--- src/torque_off_consts.svh ---
// Timing constants and level encodings for the two-channel torque off monitor.
// Assumes a 100 MHz system clock; included by its bare name.
`ifndef TORQUE_OFF_CONSTS_SVH
`define TORQUE_OFF_CONSTS_SVH
`define CLK_FREQ_HZ 100000000
`define BRAKE_DELAY_MS 30
`define BRAKE_DELAY_CYC ((`BRAKE_DELAY_MS * (`CLK_FREQ_HZ / 1000)))
`define DISC_WINDOW_MS 2000
`define DISC_WINDOW_CYC ((`DISC_WINDOW_MS * (`CLK_FREQ_HZ / 1000)))
`define RESPONSE_MS 5
`define RESPONSE_CYC ((`RESPONSE_MS * (`CLK_FREQ_HZ / 1000)))
`define TEST_PERIOD_HOURS 8760
`define TEST_PERIOD_CYC (64'd8760 * 64'd3600 * 64'd100000000)
`define BRAKE_CLOSED_LVL 1'b0
`define CNT_W 28
`define TEST_W 52
`endif

--- src/torque_off_pkg.sv ---
// Types shared by the torque off monitor files.
// Assumes nothing beyond a SystemVerilog compiler.
package torque_off_pkg;
  typedef enum logic [1:0] {
    st_off_type = 2'b00,
    st_enabled_type = 2'b01,
    st_low_seen_type = 2'b11,
    st_run_type = 2'b10
  } restart_state_type;
endpackage

--- src/dual_channel_torque_off_monitor.sv ---
// Two-channel torque off monitor: pulse gating, brake delay, discrepancy fault,
// restart sequence and test-due alarm.
// Assumes channel pins, enable and switch-on command are asynchronous pins.
//
// How it works
// - Brake output goes low 30 ms after torque off is triggered.
// - Both channels high means safe, motor may run.
// - Both channels low: restart sequencer is held in its off state and torque stays disabled.
// - Channels disagreeing is unsafe: discrepancy fault and coast stop.
// - Each channel forces pulse suppression on its own separate path.
// - Brake is commanded closed only when a brake is configured.
// - One-channel select then deselect within 2 s suppresses pulses silently.
// - Restart needs both deselected, enable, then a falling and rising switch-on edge.
// - Response to a torque off request comes within 5 ms.
// - A test-due timer runs with an 8760 hour period.
// - On expiry the test-due alarm is raised and held until tested.
// - Each torque off deactivation reloads the timer and keeps the alarm low.
// - The test-due alarm does not influence motor operation.
// - Selecting or deselecting torque off clears pending messages.
`timescale 1ns/10ps
`include "torque_off_consts.svh"
module dual_channel_torque_off_monitor
#(
  parameter int unsigned BRAKE_CYC = `BRAKE_DELAY_CYC,
  parameter int unsigned DISC_CYC = `DISC_WINDOW_CYC,
  parameter longint unsigned TEST_CYC = `TEST_PERIOD_CYC
)
(
  input wire logic clk,
  input wire logic rstn,
  input wire logic safety_channel_a,
  input wire logic safety_channel_b,
  input wire logic drive_enable,
  input wire logic drive_switch_on_cmd,
  input wire logic brake_configured,
  input wire logic fault_ack,
  output logic pulse_enable_a,
  output logic pulse_enable_b,
  output logic brake_release,
  output logic discrepancy_fault,
  output logic coast_stop_response,
  output logic motor_run,
  output logic test_due_alarm,
  output logic torque_off_function
);
  logic ch_a;
  logic ch_b;
  logic en_s;
  logic son_s;
  logic ack_s;
  logic son_d_r;
  logic both_high;
  logic both_low;
  logic disagree;
  logic sto_active;
  logic sto_active_d_r;
  logic sto_rise;
  logic sto_fall;
  logic brake_done;
  logic disc_done;
  logic test_done;
  logic son_fall;
  logic son_rise;
  logic fault_set;
  logic msg_clear;
  logic disc_load;
  logic fault_nxt;
  logic alarm_nxt;
  logic run_nxt;
  logic brake_hold;
  logic brake_nxt;
  torque_off_pkg::restart_state_type state_r;
  torque_off_pkg::restart_state_type state_nxt;

  // Pin synchronisers with agreement filter
  input_filter u_fa (.clk(clk), .rstn(rstn), .pin(safety_channel_a), .rst_val(1'b0), .level(ch_a));
  input_filter u_fb (.clk(clk), .rstn(rstn), .pin(safety_channel_b), .rst_val(1'b0), .level(ch_b));
  input_filter u_fe (.clk(clk), .rstn(rstn), .pin(drive_enable), .rst_val(1'b0), .level(en_s));
  input_filter u_fs (.clk(clk), .rstn(rstn), .pin(drive_switch_on_cmd), .rst_val(1'b0),
    .level(son_s));
  input_filter u_fk (.clk(clk), .rstn(rstn), .pin(fault_ack), .rst_val(1'b0), .level(ack_s));

  // Channel state decode
  assign both_high = ch_a && ch_b;
  assign both_low = !ch_a && !ch_b;
  assign disagree = ch_a ^ ch_b;
  assign sto_active = !both_high; // Any low channel selects torque off
  assign sto_rise = sto_active && !sto_active_d_r;
  assign sto_fall = !sto_active && sto_active_d_r;
  assign son_fall = son_d_r && !son_s;
  assign son_rise = !son_d_r && son_s;
  assign msg_clear = sto_rise || sto_fall;

  // Brake delay timer, restarted at each torque off trigger
  cycle_timer #(.W(`CNT_W)) u_brake (.clk(clk), .rstn(rstn), .load(!sto_active),
    .run(sto_active), .load_val(BRAKE_CYC[`CNT_W-1:0]), .done(brake_done));

  // Discrepancy tolerance timer, held loaded while channels agree
  assign disc_load = !disagree;
  cycle_timer #(.W(`CNT_W)) u_disc (.clk(clk), .rstn(rstn), .load(disc_load),
    .run(disagree), .load_val(DISC_CYC[`CNT_W-1:0]), .done(disc_done));

  // Test-due timer, reloaded when torque off is deactivated
  cycle_timer #(.W(`TEST_W)) u_test (.clk(clk), .rstn(rstn), .load(sto_fall),
    .run(1'b1), .load_val(TEST_CYC[`TEST_W-1:0]), .done(test_done));

  // Fault: set wins over clear; clears by acknowledge or torque off select change
  assign fault_set = disagree && disc_done;
  assign fault_nxt = fault_set || (discrepancy_fault && !(ack_s || msg_clear));
  // Alarm latches on expiry, only a path test clears it
  assign alarm_nxt = (test_done && !sto_fall) || (test_due_alarm && !sto_fall);

  // Restart sequencer: deselect, enable, 1/0 then 0/1 switch-on edge
  always_comb
  begin
    state_nxt = state_r;
    unique case (state_r)
      torque_off_pkg::st_off_type:
        if (both_high && en_s && !discrepancy_fault) state_nxt = torque_off_pkg::st_enabled_type;
      torque_off_pkg::st_enabled_type:
        if (son_fall) state_nxt = torque_off_pkg::st_low_seen_type;
      torque_off_pkg::st_low_seen_type:
        if (son_rise) state_nxt = torque_off_pkg::st_run_type;
      torque_off_pkg::st_run_type:
        state_nxt = state_r;
    endcase
    if (sto_active || !en_s || discrepancy_fault)
      state_nxt = torque_off_pkg::st_off_type;
  end
  // Run is independent of the test-due alarm
  assign run_nxt = (state_nxt == torque_off_pkg::st_run_type);
  // Brake stays open through the closing delay of a torque off, then closes
  assign brake_hold = brake_release && sto_active && !brake_done;
  assign brake_nxt = brake_configured ? (run_nxt || brake_hold) : !`BRAKE_CLOSED_LVL;

  // Edge history and sequencer state
  always_ff @(posedge clk or negedge rstn)
  begin
    if (!rstn)
    begin
      sto_active_d_r <= 1'b1;
      son_d_r <= 1'b0;
      state_r <= torque_off_pkg::st_off_type;
    end
    else
    begin
      sto_active_d_r <= sto_active;
      son_d_r <= son_s;
      state_r <= state_nxt;
    end
  end

  // Registered outputs; each pulse path gated by its own channel and the run state
  always_ff @(posedge clk or negedge rstn)
  begin
    if (!rstn)
    begin
      pulse_enable_a <= 1'b0;
      pulse_enable_b <= 1'b0;
      brake_release <= `BRAKE_CLOSED_LVL;
      discrepancy_fault <= 1'b0;
      coast_stop_response <= 1'b0;
      motor_run <= 1'b0;
      test_due_alarm <= 1'b0;
      torque_off_function <= 1'b1;
    end
    else
    begin
      pulse_enable_a <= ch_a && run_nxt;
      pulse_enable_b <= ch_b && run_nxt;
      brake_release <= brake_nxt;
      discrepancy_fault <= fault_nxt;
      coast_stop_response <= fault_nxt;
      motor_run <= run_nxt;
      test_due_alarm <= alarm_nxt;
      torque_off_function <= sto_active;
    end
  end
endmodule

--- src/input_filter.sv ---
// Three-flop synchroniser for one pin; output changes once stages two and three agree.
// Assumes the pin is asynchronous to clk.
`timescale 1ns/10ps
module input_filter
(
  input wire logic clk,
  input wire logic rstn,
  input wire logic pin,
  input wire logic rst_val,
  output logic level
);
  logic s1_r;
  logic s2_r;
  logic s3_r;
  logic agree;
  // Agreement of the two settled stages
  assign agree = (s2_r == s3_r);
  // Shift chain and filtered level
  always_ff @(posedge clk or negedge rstn)
  begin
    if (!rstn)
    begin
      s1_r <= 1'b0;
      s2_r <= 1'b0;
      s3_r <= 1'b0;
      level <= 1'b0;
    end
    else
    begin
      s1_r <= pin;
      s2_r <= s1_r;
      s3_r <= s2_r;
      if (agree)
      begin
        level <= s3_r;
      end
    end
  end
  // Unused strap port kept tied off by the parent
  logic unused_ok;
  assign unused_ok = rst_val;
endmodule

--- src/cycle_timer.sv ---
// Down counter: load sets it, it counts to zero and then raises done.
// Assumes load and run come from logic on clk.
`timescale 1ns/10ps
module cycle_timer
#(
  parameter int W = 28
)
(
  input wire logic clk,
  input wire logic rstn,
  input wire logic load,
  input wire logic run,
  input wire logic [W-1:0] load_val,
  output logic done
);
  logic [W-1:0] cnt_r;
  logic [W-1:0] cnt_nxt;
  logic zero;
  // Next count: load wins, else step down while running
  assign zero = (cnt_r == {W{1'b0}});
  assign cnt_nxt = load ? load_val : ((run && !zero) ? cnt_r - {{(W-1){1'b0}}, 1'b1} : cnt_r);
  // Counter and expiry flag
  always_ff @(posedge clk or negedge rstn)
  begin
    if (!rstn)
    begin
      cnt_r <= {W{1'b1}};
      done <= 1'b0;
    end
    else
    begin
      cnt_r <= cnt_nxt;
      done <= !load && (cnt_nxt == {W{1'b0}});
    end
  end
endmodule

--- config.mk ---
export PLATFORM = sky130hd
export DESIGN_NAME = dual_channel_torque_off_monitor
export DESIGN_NICKNAME = d
export VERILOG_FILES = /design/src/torque_off_pkg.sv /design/src/dual_channel_torque_off_monitor.sv /design/src/input_filter.sv /design/src/cycle_timer.sv
export VERILOG_INCLUDE_DIRS = /design/src
export SDC_FILE = /design/constraint.sdc
export NUM_CORES = 1
export LEC_CHECK = 0
export ABC_AREA = 0
export BUFFER_PORTS_ARGS = -buffer_cell sky130_fd_sc_hd__buf_2
export CAP_MARGIN = 0
export CORE_MARGIN = 5
export CORE_UTILIZATION = 60
export CTS_CLUSTER_SIZE = 14
export DETAILED_ROUTE_END_ITERATION = 10
export PLACE_DENSITY = 0.83
export SYNTH_ARGS = -nofsm -noshare
export SYNTH_HDL_FRONTEND = slang
export SYNTH_SLANG_ARGS = --single-unit
--- constraint.sdc ---
create_clock -name clk -period 4 [get_ports clk]
set_input_delay 0.6 -clock clk [delete_from_list [all_inputs] [get_ports clk]]
set_output_delay 0.6 -clock clk [all_outputs]
set_load 0.03 [all_outputs]
* Word level (Yosys, flattened, before mapping)
Index checks and enable logic that the tools add are counted.
** Word-level totals
- Register bits :: 141
- Bits of input ports :: 8
** Operators by class
- Add/subtract/negate cells :: 3
- Eq/ne operators :: 9
- Muxes and demuxes :: 12
- Bitwise logic cells :: 1
- Reductions and logical operators :: 45
** Operators by type and width (count)
- $logic_not 28->1 :: 4
- $mux 28 :: 4
- $logic_not 52->1 :: 2
- $mux 52 :: 2
- $sub 28x1->28 const B :: 2
- $sub 52x1->52 const B :: 1
- $logic_and 1x1->1 :: 20
- $logic_not 1->1 :: 11
- $mux 2 :: 4
- $pmux 2 s4 :: 1
- $logic_or 1x1->1 :: 7
- $eq 2x2->1 const B :: 3
- $eq 1x1->1 :: 5
- $eq 2x1->1 const B :: 1
- $logic_not 2->1 :: 1
- $mux 1 :: 1
- $xor 1x1->1 :: 1

* Logic depth before layout (Yosys ltp)
- Depth after elaboration :: 9
- Depth in mapped cells :: 12
- Gate-level depth less buffers :: 10

* By module
Synthesis repeated with hierarchy kept, for this count alone.
** Unflattened totals
- Cell total of the unflattened synthesis :: 888
- Area, all modules :: 8406.8 um^2
** Modules (own cells, without submodules)
- cycle_timer (u_brake ...) :: instances 2, cells an instance 208, area each 1886.8 um^2, sequential area each 760.7 um^2
- cycle_timer (u_test) :: instances 1, cells an instance 412, area each 3649.8 um^2, sequential area each 1391.3 um^2
- input_filter :: instances 5, cells an instance 5, area each 111.4 um^2, sequential area each 100.1 um^2
- dual_channel_torque_off_monitor :: instances 1, cells an instance 35, area each 426.7 um^2, sequential area each 251.5 um^2

* Least setup slack after synthesis
No wires, ideal clock.
- Kind :: register to register
- From :: register u_test.cnt_r[5]
- To :: register u_test.done
- Arrival time :: 3.276 ns
- Slack :: 0.628 ns
- Cell stages (with the launch flop) :: 13
- Clock period less this slack :: 3.372 ns
- Cells stage by stage :: dfstp_2 -> buf_2 -> or4_4 -> buf_6 -> or4_4 -> or4b_1 -> buf_6 -> buf_2 -> nand3_1 -> mux2_2 -> a21oi_1 -> nand4_1 -> nor4_2
** Between the ends
- Cells in the longest elaborated chain, start to end :: 5
- Elaborated cells between the ends (all ways) :: 6
- Classes of those cells :: add/sub: 1; mux: 2; reduce/logical: 3
** RTL lines
- start, declared :: RTL line cycle_timer.sv:16 : logic [W-1:0] cnt_r;
- start signal, assigned :: RTL line cycle_timer.sv:27 : cnt_r <= {W{1'b1}};
- start signal, assigned :: RTL line cycle_timer.sv:32 : cnt_r <= cnt_nxt;
- $sub 52x1->52 or $logic_not 52->1 (tied branches) :: RTL line cycle_timer.sv:21, cycle_timer.sv:20
- $mux 52 * (2 in series) :: RTL line cycle_timer.sv:21 : assign cnt_nxt = load ? load_val : ((run && !zero) ? cnt_r - {{(W-1){1'b0}}, 1'b1} : cnt_r);
- net u_test.cnt_nxt[47] :: RTL line cycle_timer.sv:17 : logic [W-1:0] cnt_nxt;
- $logic_not 52->1 * :: RTL line cycle_timer.sv:33 : done <= !load && (cnt_nxt == {W{1'b0}});
- $logic_and 1x1->1 * :: RTL line cycle_timer.sv:33
- end signal, assigned :: RTL line cycle_timer.sv:33
- end, declared :: RTL line cycle_timer.sv:14 : output logic done
Mark *: on every way through the listed nets, which the timed path passes. The rest lies on a longest branch.
A chain may end at the register's enable or synchronous reset.

* Worst setup path after layout
- From :: register u_test.cnt_r[10]
- To :: register u_test.done
** Between the ends
- Cells in the longest elaborated chain, start to end :: 5
- Elaborated cells between the ends (all ways) :: 6
- Classes of those cells :: add/sub: 1; mux: 2; reduce/logical: 3
** RTL lines (RTL line)
- $sub 52x1->52 or $logic_not 52->1 (tied branches) :: cycle_timer.sv:21, cycle_timer.sv:20
- $mux 52 * (2 in series) :: cycle_timer.sv:21
- $logic_not 52->1 * :: cycle_timer.sv:33
- $logic_and 1x1->1 * :: cycle_timer.sv:33
Every way passes the cells marked *; elsewhere a longest branch is shown, timed or not.

==> metrics list <==
- The flow ran to the end, and the final reports show no timing, DRC or antenna violations.
- Total via count after detailed routing: 5947
- Iter 0 DRT Violations: 528
- Worst min path class: input port to register
- Clk pwr share: 34.2%
- After detailed routing, the met3 layer carries roughly 1100 um of wire.
- Largest net degree at the start of global routing: 123
- Number of clock sinks: between 100 and 150
- TritonCTS built the clock tree.
- From left edge to right edge, the die measures 121.5 um.
- Post-route insts no fill: 958
- Synthesis-stage register bit count: 141
* Placed Cells incl. Taps: 927
- Detailed placer's ending HPWL: ~12000 um
- CP arrival: ~4000 ps
- CTS max path bufs: 2
* Synthesized area per cell: 9.708 um^2
* Total of buffers placed on input and output ports: 15
- The synthesized design contains 0 enable-type register cells.
- Net Sw Power: between 1 and 1.5 mW
- Of the available clock period, the critical path in the final layout requires 91.77%.
- Among all flip-flop cells after synthesis, the most frequent one is dfstp_2.
- Count of nets after finishing: between 700 and 800
- OpenSTA, run right after detailed placement, puts the worst setup slack at approximately 370 ps.
- Internal Pwr Total: slightly below 3 mW
- In the routed design, unresolved DRC markers number 0.
- Met1 layer wirelength in the final routing: slightly below 8000 um
- The tool flagged a number of max-cap violations equal to 0.
* Slew @ Worst Pin: about 1100 ps
- Hold-fix buffers, CTS: 0
- At the end of the flow the core is filled with cells to 67.91%.
- Total detailed-routing wirelength: between 15000 and 20000 um
- Worst clock skew on the final layout: 8.725 ps
- The count of nets left with antenna violations once routing finished came out at 0.
- In this run the number of H-tree levels came out at 4.
* I/O pin cnt: 16
- Area Growth Syn to Fin: 10.32%
* Drt pass-1 iters: 5
- In this run the clock root is driven by a clkbuf_16.
- Net switching is 31.10% of the power.
* Antenna violations before repair: 0
* Maximum fanout along the worst path: 9
- Summed over all cells, the static leakage comes to between 2 and 3 nW.
- The share of total power dissipated in sequential elements is 44.4%.
- Number of CTS-inserted buffers: 17
* Core Region: 0.01211 mm^2
- Across every metal layer, demand over resource in global routing totals 24.97%.
- The floorplan step defined a die boundary enclosing about 0.015 mm^2.
- F_max: approximately 270 MHz
- Of the cells placed in the final design, the portion with a size suffix greater than 1 is 23.16%.
- Detail Route met2 WL: 8086 um
* Overall die height: 121.5 um
* Post-CTS Setup Inserts: 0
- Gates resized during post-CTS repair numbered 0.
- The congestion estimate from routability-driven global placement came to 0.9940.
- Final hold violation count: 0
- Critical path startpoint category: register
* Sequential element share of the synthesized area: 49.15%
- Post-synthesis net count: just under 800
* Unrepaired setup endpoints after global routing: false
* Clock slew seen by the registers of the worst setup and hold paths: 60 ps
- The number of different library cells used by synthesis comes to 67.
* Number of max-slew violations in the final report: 0
- Using the TritonRoute via totals, the vias-per-cell ratio works out to 6.208.
- Of all flip-flops after synthesis, the portion carrying an async set or reset was 100.0%.
* Mean routed wirelength per cell: 17.99 um
* Vias in the first global route: 5825
* Highest metal layer with signal wires: met4
- Number of warnings printed during yosys synthesis: 0
- Cells after synthesis: 768
* Worst endpoint required time: 4330 ps
* Residual overflow from global routing: 0
- Cell Pwr Density: 519.8 mW/mm^2
* Slew headroom: 29.16%
* Category of the most critical setup path: register to register
- Worst Setup Slack, final: 329.1 ps
- The layout has 931 filler cells.
* Total negative slack for setup checks: 0 ps
- Combinational cell fraction of total power: about a fifth
- Peak ir drop on the vdd network: 0.0003302 V
- The first global-routing pass estimated 29020 um of wire.
* Post-synthesis cell area: 0.007456 mm^2
- Antenna diode count: 0
- The worst setup path is captured at a register.
* Std cell rows: 40
- For the finished layout, the period the worst path requires is between 3000 and 4000 ps.
- Total chip power: 4.276 mW
- Number of failing setup endpoints in the final timing report: 0
* Source-to-sink clock delay at the later pin of the worst-skew pair: 420 ps
* Starting density of the core: 61.56%
==> Yosys cell counts (12+ instances only) <==
cell type | instances | area (um^2)
nor2_1 | 101 | 379.1
nand3_1 | 27 | 135.1
dfstp_2 | 109 | 2864
dfrtp_1 | 32 | 800.8
inv_1 | 12 | 45.04
or4_1 | 25 | 187.7
or3_1 | 19 | 118.9
xor2_1 | 22 | 192.7
a21oi_1 | 19 | 95.09
o21ai_0 | 16 | 80.08
nand2_1 | 67 | 251.5
nor3_1 | 40 | 200.2
xnor2_1 | 49 | 429.2
nor4_1 | 46 | 287.8
clkbuf_1 | 29 | 108.9
==> routing by layer <==
metal	vias to the layer above	track usage [%]
met5	-	0
met4	0	8.193
met3	38	7.692
met2	195	38.69
met1	2939	33.51
li1	2775	-
==> cells by family (layout without fill, tap and decap cells) <==
logic type | after synthesis | after routing | synth area share (%)
compound gates | 74 | 74 | 6.578
xor+xnor | 71 | 71 | 8.340
fa+ha+maj | 13 | 13 | 2.014
buf+inv | 52 | 74 | 3.054
flops | 141 | 141 | 49.15
mux | 6 | 6 | 0.8391
simple gates | 411 | 411 | 30.02
==> worst max-delay path, cell delays in order, from the launching register on <==
cell,delay (ps)
dfstp_2,380
or4_1,620
or4_4,590
or4b_1,740
nand4b_2,190
xnor2_1,80
a2111oi_0,520
nand4_1,200
nor4_2,260
==> cell usage in the layout, fill, tap and decap left out, types with 7 or more instances in the layout <==
cell	count
nor3_1	40
a21oi_1	19
nor2b_1	8
ha_1	8
and2_1	11
or2_2	8
or3_1	19
dfrtp_1	32
xnor2_1	49
nand3_1	27
nor4_1	46
o21ai_0	16
nand2_1	67
nor3b_1	7
nand4_1	9
nor2_1	101
clkbuf_16	17
xor2_1	22
buf_2	14
or4_1	25
buf_4	14
dfstp_2	109
inv_1	12
==> path summary, 6_finish.rpt <==
| path | startpoint | to | slack [ps] | cells after the start |
|---|---|---|---|---|
| hold reg to reg | u_fs.s1_r$_DFF_PN0_ | u_fs.s2_r$_DFF_PN0_ | 340 | 0 |
| min in group asynchronous | rstn | u_test.done$_DFF_PN0_ | 340 | 1 |
| setup reg to reg | u_test.cnt_r[10]$_DFF_PN1_ | u_test.done$_DFF_PN0_ | 330 | 8 |
| hold / removal | safety_channel_a | u_fa.s1_r$_DFF_PN0_ | 280 | 1 |
| max in group asynchronous | rstn | u_disc.cnt_r[6]$_DFF_PN1_ | 2680 | 2 |
| setup / recovery | u_test.cnt_r[10]$_DFF_PN1_ | u_test.done$_DFF_PN0_ | 330 | 8 |
==> power groups by stage <==
stage | Combinational [mW] | Sequential (mW) | Clock, mW
after global routing | 1.02 | 1.92 | 1.56
after floorplan | 0.777 | 1.81 | 0
after detailed placement | 0.900 | 1.91 | 0
final | 0.914 | 1.90 | 1.46
after CTS | 0.908 | 1.89 | 1.49
after global placement | 0.877 | 1.89 | 0
==> per-stage QoR <==
stage	hold WS [ps]	instance area [um^2]
global route	263.8	8225
floorplan	304.4	7456
finish	282.2	8225
CTS	265.1	8225
detailed placement	336.3	7677
global placement	331.0	7677
==> registers in the layout, indices dropped and copies added, names as in the netlist, 2 cells and up <==
register	cells
u_test.cnt_r	52
u_brake.cnt_r	28
u_disc.cnt_r	28
state_r	2
==> area by class of cell <==
cell class,count,area (um^2),area share [%]
inverters,14,52.55,0.6389
repair buffers,29,186.4,2.267
clock buffers,25,485.5,5.902
well taps,168,210.2,2.556
clock inverters,6,62.56,0.7606
flip-flops and latches,141,3665,44.55
multi-input cells,575,3563,43.32
(Power assumes the default switching activity.)
